$ cat src/hw/rxd_defines.svh
// Purpose: constants for the expansion card decode and nonvolatile control
// Assumes: 20-bit memory addresses, 16-bit I/O port addresses
// Notes:   shared by the decode module and the assertion module
`ifndef RXD_DEFINES_SVH
`define RXD_DEFINES_SVH

`define RXD_MEM_AW        20
`define RXD_IO_AW         16
`define RXD_DW            16
// read-only window bases for the four strap settings
`define RXD_BASE_64K      20'hf0000
`define RXD_BASE_128K     20'he0000
`define RXD_BASE_256K     20'hc0000
`define RXD_BASE_512K     20'hb0000
// nonvolatile ram port window and store port
`define RXD_NV_LO         16'h0200
`define RXD_NV_HI         16'h03fe
`define RXD_STORE_PORT    16'h00e0
`define RXD_NV_DEPTH      256
// socket count and socket pair count
`define RXD_SOCKETS       8
`define RXD_PAIRS         4
// store and recall pulse lengths as seen by the nonvolatile parts
`define RXD_STORE_NS      100
`define RXD_RECALL_NS     100
`define RXD_CLK_NS        8
`define RXD_STORE_CYC     ((`RXD_STORE_NS + `RXD_CLK_NS - 1) / `RXD_CLK_NS)
`define RXD_RECALL_CYC    ((`RXD_RECALL_NS + `RXD_CLK_NS - 1) / `RXD_CLK_NS)

`endif

$ cat src/hw/rxd_pkg.sv
// Purpose: types for the expansion card decode
// Assumes: constants come from rxd_defines.svh
// Notes:   strap encoding follows the size order 64K, 128K, 256K, 512K
package rxd_pkg;
  typedef enum logic [1:0] {
    RXD_SZ_64K  = 2'h0,
    RXD_SZ_128K = 2'h1,
    RXD_SZ_256K = 2'h2,
    RXD_SZ_512K = 2'h3
  } rxd_size_t;

  // idle -> store or recall pulse -> idle; recall differs from idle in two bits
  typedef enum logic [1:0] {
    RXD_NV_IDLE   = 2'h0,
    RXD_NV_STORE  = 2'h1,
    RXD_NV_RECALL = 2'h3
  } rxd_nvst_t;
endpackage

$ cat src/hw/rxd_expansion_decode.sv
// Purpose: decode and control for a read-only expansion card with nonvolatile ram
// Assumes: host bus cycles are synchronous to clk; one strobe cycle per access
// Notes:   the nonvolatile ram itself is modelled as an array; the eeprom shadow
//          is a second array so store and recall act on real contents
// Notes on behaviour
// - two byte sockets form one 16-bit word; both lanes read together.
// - size straps pick 64K, 128K, 256K or 320K bytes of claimed space.
// - window ends at FFFFF, starts F0000, E0000, C0000 or B0000 per strap.
// - extra chip selects drive a stacked second bank, up to 320K bytes in all.
// - read-only array answers only local bus cycles, never backplane requests.
// - nonvolatile ram is two 256 x 4 parts giving 256 bytes of 8 bits.
// - nonvolatile ram sits in I/O space at ports 200H to 3FEH, read and write.
// - ram reads and writes are plain single-cycle static accesses.
// - any write to I/O port 0E0H while idle issues a store, whatever the data.
// - store copies all ram contents into the eeprom, replacing old data.
// - at power-up eeprom contents are recalled into the ram.
// - with the recall strap fitted, every host reset also recalls.
`timescale 1ns/10ps
`include "rxd_defines.svh"

module rxd_expansion_decode #(
  parameter int STORE_CYC  = `RXD_STORE_CYC,
  parameter int RECALL_CYC = `RXD_RECALL_CYC
) (
  // clock and reset
  input  wire logic                      clk,
  input  wire logic                      reset,
  input  wire logic                      powerOn,
  // straps
  input  wire rxd_pkg::rxd_size_t        sizeStrap,
  input  wire logic                      stackedStrap,
  input  wire logic                      recallOnReset,
  // host local bus
  input  wire logic [`RXD_MEM_AW-1:0]    addr,
  input  wire logic                      memRead,
  input  wire logic                      ioRead,
  input  wire logic                      ioWrite,
  input  wire logic                      localCycle,
  input  wire logic [`RXD_DW-1:0]        dataIn,
  output logic      [`RXD_DW-1:0]        dataOut,
  output logic                           dataOe,
  // socket side
  output logic      [`RXD_SOCKETS/2-1:0] pairSelect,
  output logic      [`RXD_SOCKETS/2-1:0] stackSelect,
  output logic      [14:0]               partAddr,
  input  wire logic [`RXD_DW-1:0]        romData,
  // nonvolatile status
  output logic                           nvBusy
);
  import rxd_pkg::*;

  // a zero-length pulse would wrap the counter to FFFFH and run 65536 cycles, so refuse it at elaboration
  generate
    if (STORE_CYC < 1 || RECALL_CYC < 1) begin : gBadLen
      $error("store and recall lengths must be at least one cycle");
    end
  endgenerate

  logic [19:0]        winBase;
  logic               romHit;
  logic [18:0]        winOff;
  logic [1:0]         pairIdx;
  logic               stackBit;
  logic [15:0]        ioAddr;
  logic               nvHit;
  logic               storeHit;
  logic [7:0]         nvIdx;
  logic [7:0]         ramArr [`RXD_NV_DEPTH];
  logic [7:0]         eeArr  [`RXD_NV_DEPTH];
  rxd_nvst_t          nvState_ff;
  rxd_nvst_t          nxt_nvState;
  logic [15:0]        nvCnt_ff;
  logic [15:0]        nxt_nvCnt;
  logic [`RXD_DW-1:0] dataOut_ff;
  logic               dataOe_ff;
  logic               powerSeen_ff;

  // window base per strap setting
  always_comb begin
    case (sizeStrap)
      RXD_SZ_64K:  winBase = `RXD_BASE_64K;
      RXD_SZ_128K: winBase = `RXD_BASE_128K;
      RXD_SZ_256K: winBase = `RXD_BASE_256K;
      RXD_SZ_512K: winBase = `RXD_BASE_512K;
      default:     winBase = `RXD_BASE_64K;
    endcase
  end

  // only cycles from the local processor reach the sockets
  assign romHit = memRead && localCycle && (addr >= winBase);
  assign winOff = 19'(addr - winBase);

  // word offset bit 0 picks byte lanes, so part address starts at bit 1;
  // pair and stack bits sit just above the part address
  always_comb begin
    pairIdx  = 2'h0;
    stackBit = 1'b0;
    partAddr = 15'(winOff[15:1]);
    case (sizeStrap)
      RXD_SZ_64K: begin
        partAddr = {2'h0, winOff[13:1]};
        pairIdx  = winOff[15:14];
      end
      RXD_SZ_128K: begin
        // stacked small parts: two 64K banks; otherwise one bank of larger parts
        if (stackedStrap) begin
          partAddr = {2'h0, winOff[13:1]};
          pairIdx  = winOff[15:14];
          stackBit = winOff[16];
        end else begin
          partAddr = {1'b0, winOff[14:1]};
          pairIdx  = winOff[16:15];
        end
      end
      RXD_SZ_256K: begin
        partAddr = winOff[15:1];
        pairIdx  = winOff[17:16];
      end
      RXD_SZ_512K: begin
        partAddr = winOff[15:1];
        pairIdx  = winOff[17:16];
        stackBit = winOff[18];
      end
      default: begin
        partAddr = 15'h0000;
      end
    endcase
  end

  // one select per socket pair; both sockets of a pair are driven at once
  genvar g;
  generate
    for (g = 0; g < `RXD_PAIRS; g++) begin : gPair
      assign pairSelect[g]  = romHit && !stackBit && (pairIdx == 2'(g));
      assign stackSelect[g] = romHit && stackBit && (pairIdx == 2'(g));
    end
  endgenerate

  // I/O decode: even ports only in the ram window, store port exact
  assign ioAddr   = addr[15:0];
  assign nvHit    = (ioAddr >= `RXD_NV_LO) && (ioAddr <= `RXD_NV_HI) && !ioAddr[0];
  assign storeHit = (ioAddr == `RXD_STORE_PORT);
  assign nvIdx    = ioAddr[8:1];

  // store and recall sequencer; host ram accesses are refused while busy
  always_comb begin
    nxt_nvState = nvState_ff;
    nxt_nvCnt   = nvCnt_ff;
    case (nvState_ff)
      RXD_NV_IDLE: begin
        if (ioWrite && storeHit) begin
          nxt_nvState = RXD_NV_STORE;
          nxt_nvCnt   = 16'(STORE_CYC - 1);
        end
      end
      RXD_NV_STORE, RXD_NV_RECALL: begin
        if (nvCnt_ff == 16'h0000)
          nxt_nvState = RXD_NV_IDLE;
        else
          nxt_nvCnt = 16'(nvCnt_ff - 16'h0001);
      end
      default: nxt_nvState = RXD_NV_IDLE;
    endcase
  end

  // reset enters recall on power-up, or on any reset when strapped
  always_ff @(posedge clk) begin
    if (reset) begin
      if (!powerSeen_ff || recallOnReset) begin
        nvState_ff <= RXD_NV_RECALL;
        nvCnt_ff   <= 16'(RECALL_CYC - 1);
      end else begin
        nvState_ff <= RXD_NV_IDLE;
        nvCnt_ff   <= 16'h0000;
      end
    end else begin
      nvState_ff <= nxt_nvState;
      nvCnt_ff   <= nxt_nvCnt;
    end
  end

  // power flag survives host reset; cleared only by powerOn
  always_ff @(posedge clk) begin
    if (powerOn)
      powerSeen_ff <= 1'b0;
    else if (reset)
      powerSeen_ff <= 1'b1;
  end

  // whole-array copies happen in the last cycle of each pulse
  always_ff @(posedge clk) begin
    for (int i = 0; i < `RXD_NV_DEPTH; i++) begin
      if (nvState_ff == RXD_NV_STORE && nvCnt_ff == 16'h0000)
        eeArr[i] <= ramArr[i];
      else if (nvState_ff == RXD_NV_RECALL && nvCnt_ff == 16'h0000)
        ramArr[i] <= eeArr[i];
      else if (nvState_ff == RXD_NV_IDLE && ioWrite && nvHit && nvIdx == 8'(i))
        ramArr[i] <= dataIn[7:0];
    end
  end

  // read data: rom word on both lanes, ram byte on the low lane only
  always_ff @(posedge clk) begin
    if (reset) begin
      dataOut_ff <= 16'h0000;
      dataOe_ff  <= 1'b0;
    end else if (romHit) begin
      dataOut_ff <= romData;
      dataOe_ff  <= 1'b1;
    end else if (ioRead && nvHit && nvState_ff == RXD_NV_IDLE) begin
      dataOut_ff <= {8'h00, ramArr[nvIdx]};
      dataOe_ff  <= 1'b1;
    end else begin
      dataOe_ff  <= 1'b0;
    end
  end

  assign dataOut = dataOut_ff;
  assign dataOe  = dataOe_ff;
  assign nvBusy  = (nvState_ff != RXD_NV_IDLE);
endmodule

$ cat config.mk
export PLATFORM = sky130hd
export DESIGN_NAME = rxd_expansion_decode
export DESIGN_NICKNAME = d
export VERILOG_FILES = /design/src/hw/rxd_pkg.sv /design/src/hw/rxd_expansion_decode.sv
export VERILOG_INCLUDE_DIRS = /design/src /design/src/hw
export SDC_FILE = /design/constraint.sdc
export NUM_CORES = 2
export LEC_CHECK = 0
export ABC_AREA = 1
export BUFFER_PORTS_ARGS = -buffer_cell sky130_fd_sc_hd__clkbuf_2
export CAP_MARGIN = 15
export CELL_PAD_IN_SITES_DETAIL_PLACEMENT = 1
export CELL_PAD_IN_SITES_GLOBAL_PLACEMENT = 2
export CORE_ASPECT_RATIO = 1.2
export CORE_MARGIN = 3
export CORE_UTILIZATION = 30
export CTS_BUF_LIST = sky130_fd_sc_hd__clkbuf_4
export DETAILED_ROUTE_END_ITERATION = 6
export PLACE_DENSITY = 0.58
export SKIP_CTS_REPAIR_TIMING = 1
export SLEW_MARGIN = 10
export SYNTH_ARGS = -nofsm -noshare
export SYNTH_HDL_FRONTEND = slang
export SYNTH_SLANG_ARGS = --single-unit
$ cat constraint.sdc
create_clock -name clk -period 119.7 [get_ports clk]
set_input_delay 17.955 -clock clk [delete_from_list [all_inputs] [get_ports clk]]
set_output_delay 17.955 -clock clk [all_outputs]
set_load 0.02 [all_outputs]
Yosys cells after proc, flatten, opt, wreduce, memory -nomap -nowiden
Memories as Yosys holds them, arrays and structs flattened. Cells that the tools add are included.

Register bits: 36. Memory bits (writable): 4096. Memories: 2. Word-level logic and storage cells: 2134.

$add $sub $neg: 2. Magnitude comparators: 3. Bitwise gates (word level): 256. Multiplexer cells: 1306. Reductions and logical operators: 293. Equal/unequal tests: 267.

Memory list: eeArr (words 256, width 8, rd ports 256, clocked after Yosys merged registers in 0, write ports 256, line rxd_expansion_decode.sv:69) `` logic [7:0] eeArr [`RXD_NV_DEPTH]; ``; ramArr (words 256, width 8, rd ports 257, clocked after Yosys merged registers in 0, write ports 256, line rxd_expansion_decode.sv:68) `` logic [7:0] ramArr [`RXD_NV_DEPTH]; ``.

Operators by type and width (number): two-way mux 8 bit (256); two-way mux 1 bit (1032); equality test 8 bit, second input constant (128); equality test 8 x 7 -> 1 bit, second input constant (64); logical AND 1 bit (277); equality test 8 x 6 -> 1 bit, second input constant (32); bitwise OR 1 bit (256); equality test 8 x 5 -> 1 bit, second input constant (16); two-way mux 16 bit (5); one-hot mux 20 bit (4 select lines) (1); equality test 8 x 4 -> 1 bit, second input constant (8); one-hot mux 15 bit (3 select lines) (1); equality test 8 x 3 -> 1 bit, second input constant (4); one-hot mux 16 bit (2 select lines) (1); >= comparator 20 bit (1); subtractor 19 bit (1); equality test 16 x 8 -> 1 bit, second input constant (1); equality test 8 x 2 -> 1 bit, second input constant (2); >= comparator 16 x 10 -> 1 bit, second input constant (1); less-or-equal comparator 16 x 10 -> 1 bit, second input constant (1); logical NOT 16 bit (1); subtractor 16 x 1 -> 16 bit, second input constant (1); two-way mux 14 bit (1); equality test 2 bit, second input constant (5); other kinds (17) (31).

Longest topological paths before layout
Word-level depth: 10. Gate-level depth with buffers: 19. Depth with buffers taken out: 15.

Worst setup path before layout
No wires, ideal clock.

Path kind: register to register. Start: register nvCnt_ff[0]. End: memory eeArr[0][0] (enable). Arrival time: 85918 ps. Setup time: 4533 ps. Buffers on the path: 0. Cell stages (with the launch flop): 11. Period minus slack after synthesis: 90451 ps. Required time: 115167 ps. Path slack: 29249 ps. Cell sequence: edfxtp_1 > inv_1 > ha_1 > nand2_1 > inv_2 > nand3_2 > nor2_2 > nand4_1 > nor2_1 > nand2_1 > nor2_1.

RTL lines: start: declaration (line rxd_expansion_decode.sv:72) `logic [15:0] nvCnt_ff;`; start signal: assignment (line rxd_expansion_decode.sv:171) `nvCnt_ff <= 16'(RECALL_CYC - 1);`; start signal: assignment (line rxd_expansion_decode.sv:178) `nvCnt_ff <= nxt_nvCnt;`; end: declaration (line rxd_expansion_decode.sv:69).

Worst setup path in the final report
Start: input sizeStrap[1]. End: output stackSelect[2].

Longest elaborated chain between the ends: 7. Elaborated cells between the ends (all ways): 16.

RTL lines: start: declaration (line rxd_expansion_decode.sv:30) `input wire rxd_pkg::rxd_size_t sizeStrap,`; equality test 2 bit, or another cell as far along (line rxd_expansion_decode.sv:80, rxd_expansion_decode.sv:99); one-hot mux 20 bit (4 select lines) (line rxd_expansion_decode.sv:80) `case (sizeStrap)`; subtractor 19 bit (line rxd_expansion_decode.sv:91) `assign winOff = 19'(addr - winBase);`; two-way mux 2 bit / two-way mux 1 bit (equally long branches) (line rxd_expansion_decode.sv:106) `if (stackedStrap) begin`; one-hot mux 2 bit (3 select lines) / one-hot mux 1 bit (2 select lines) (equally long branches) (line rxd_expansion_decode.sv:99) `case (sizeStrap)`; equality test 2 bit / logical AND 1 bit (equally long branches) (line rxd_expansion_decode.sv:135) `assign stackSelect[g] = romHit && stackBit && (pairIdx == 2'(g));`; logical AND 1 bit * (line rxd_expansion_decode.sv:135); end: declaration (line rxd_expansion_decode.sv:44) `` output logic [`RXD_SOCKETS/2-1:0] stackSelect, ``.

Every way passes the cells marked *; elsewhere a longest branch is shown, timed or not. The select of a mux whose other input is x is not followed.

==> out/metrics.yaml <==
status: "completed"
dp_hpwl_um: 334000
setup_viol: 0
layout-drive-gt1-share_pct: 13.9
gp_congestion: 0.747
synth.avg_cell_area_sq_um: 11.3
crit_path_cell_trace: "clkbuf_2 > inv_1 > ha_1 > inv_1 > ha_1 > nand3_1 > nor4_2 > buf_4 > nand3_1 > nand3b_1 > nand2_2 > buf_4 > clkinv_1 > nand2_1 > nor2_1 > clkbuf_2"
tightest_slew_ns: 1.24
fin_skew_ns: 0.130
cts_root_buffer: "clkbuf_4"
critPathRequiredTime_ns: 101.74
antenna_left: 0
pwr-share-seq_pct: 52.1
cts_sinks: 4132
p_clk_share_pct: 44.0
drt_pass1_iterations: 6
ios: 104
die_x_um: 692
p_int_w: 0.00228
grt_max_degree: 130
synthArstFlopShare_pct: 0
synth_area_sq_mm: 0.169
fin_crit_sh_pct: 32.8
setup_tns_ns: 0
grt_usage_pct: 20.2
crit_type: "primary input to output port"
yosysWarnings: 0
drc: 0
cts_buffers: 1203
drt_wl_total_um: 586000
overflow: 0
synth_ff_type: "edfxtp_1"
grt_pass1_vias: 122000
htree_levels: 7
dpl_cell_area_sq_mm: 0.177
port_buffers: 95
end_kind: "output port"
pre_cts_slack_ns: 80.26
path_clk_slew_ns: 0.06
crit_buf_inv: 7
initial_utilization_pct: 30.2
cp.arrival_ns: 21.27
clock.fmax_mhz: 25.5
worstPathMaxFanout: 36
fin_area_sq_mm: 0.192
max_cap_violations: 0
wire_per_inst_um: 24.7
max-slew-margin-rel_pct: 16.8
cpLargestDelayFamily: "simple AND/OR/NAND/NOR gates"
fp.coreArea_sq_mm: 0.561
switching_share_pct: 24.4
ys_seq_area_share_pct: 73.2
clk_latency_ns: 1.83
ys_ff_latch: 4132
grt_pass1_wl_um: 850000
min_path_type: "flip-flop to flip-flop"
cp_slowest_cell: "nor4_2"
dieArea_sq_mm: 0.573
combPwrFrac_pct: 4.0
row_count: 301
hold_viol_final: 0
peakVddDrop_uv: 10.6
rsz0062_at_grt: "no"
finalMaxSlewViolations: 0
finalPower_w: 0.00302
via_per_inst: 4.89
dieHeight_um: 829
area_growth_pct: 13.2
filler_cell_count: 61800
cts_tree: "done"
p_per_area_mw_per_mm2: 15.8
num_vias: 116000
antenna_found_initial: 39
period_minus_slack_ns: 39.23
synthesis.nets: 15000
netlist_instances: 15000
nNetsFinal: 15600
power_leakage_nw: 73.7
drt_iter0_drc: 8961
layout_setup_ws_ns: 80.47
clk_path_buf_depth: 5
switchingPower_w: 0.000736
critPathLaunchType: "primary input"
synth_cell_types: 38
synth_edf_count: 4114
cpPeakStageDelay_ns: 0.46
sequential cells by signal (all words and copies together), names as in the netlist:
register,count
powerSeen_ff,1
nvState_ff,2
nvCnt_ff,16
eeArr,2048
ramArr,2048
dataOut,16
dataOe,1
cells by family after synthesis:
family | count (synthesis) | share of synthesized area (%)
AO/OA/AOI/OAI | 2114 | 6.27
adder cells (fa/ha/maj) | 9 | 0.0710
AND/OR/NAND/NOR | 7659 | 17.8
flip-flops | 4132 | 73.2
XOR/XNOR | 4 | 0.0207
buffers and inverters | 1035 | 2.59
per-layer routing:
metal | GRT usage, % | wire length [um]
met1 | 27.1 | 268000
met2 | 33.1 | 281000
met3 | 3.60 | 26100
met4 | 6.28 | 11700
met5 | 0 | 8
final cells by class:
| type | count | area (sq um) | area share [%] |
|---|---|---|---|
| diodes | 31 | 77.6 | 0.0405 |
| clock buffers | 1782 | 13400 | 6.98 |
| clock inverters | 187 | 926 | 0.483 |
| inverters | 64 | 328 | 0.171 |
| multi-input cells | 9786 | 41200 | 21.5 |
| flip-flops and latches | 4132 | 124000 | 64.7 |
| well taps | 7423 | 9290 | 4.85 |
| repair buffers | 323 | 2500 | 1.30 |
synth_stat cells, drive strengths merged, types with 9 or more instances:
cell	instances	area [sq um]
o21ai	2070	10400
nor4	18	231
inv	61	229
nand4	177	1110
nor2	377	1430
nand2	6556	24700
edfxtp	4114	124000
o21bai	9	67.6
nand3	519	2600
dfxtp	18	360
a21oi	30	150
buf	281	1550
clkbuf	690	2590
power groups by stage:
stage / clock network, W / logic (W) / registers (W)
final: 0.00133 / 0.000120 / 0.00157
after global routing: 0.00146 / 0.000131 / 0.00157
after CTS: 0.00138 / 0.000124 / 0.00157
after detailed placement: 0 / 0.000124 / 0.00160
after global placement: 0 / 0.000124 / 0.00160
after floorplan: 0 / 0.0000592 / 0.00161
cell usage in the layout (no fill, tap or decap), types with 23 or more instances in the layout:
master | Yosys | routed
nand2_2 | 50 | 52
nand2_1 | 6506 | 6503
diode_2 | 0 | 31
nor2_4 | 1 | 23
nor2_1 | 375 | 353
clkbuf_2 | 0 | 92
clkbuf_4 | 0 | 1782
buf_4 | 67 | 205
nand4_1 | 177 | 177
inv_1 | 58 | 48
o21ai_0 | 2064 | 2064
clkinv_1 | 3 | 150
nand3_1 | 518 | 518
edfxtp_1 | 4114 | 4114
a21oi_1 | 30 | 30
stage by stage:
step	util [%]	cells	hold slack, ns
after floorplan	-	15000	0.420
after detailed placement	31.6	21700	0.433
after global routing	34.1	23700	0.401
after global placement	31.6	21700	0.428
final	34.1	23700	0.400
after CTS	34.1	23700	0.398
path summary, 6_finish.rpt:
kind | startpoint | to | slack (ns) | cells past startpoint
setup / recovery | sizeStrap[1] | stackSelect[2] | 80.47 | 16
hold / removal | ramArr[156][7] | eeArr[156][7] | 0.40 | 0
setup reg to reg | nvCnt_ff[0] | eeArr[232][2] | 112.59 | 16
hold reg to reg | ramArr[156][7] | eeArr[156][7] | 0.40 | 0
No activity file was read; power rests on OpenSTA's default activity.
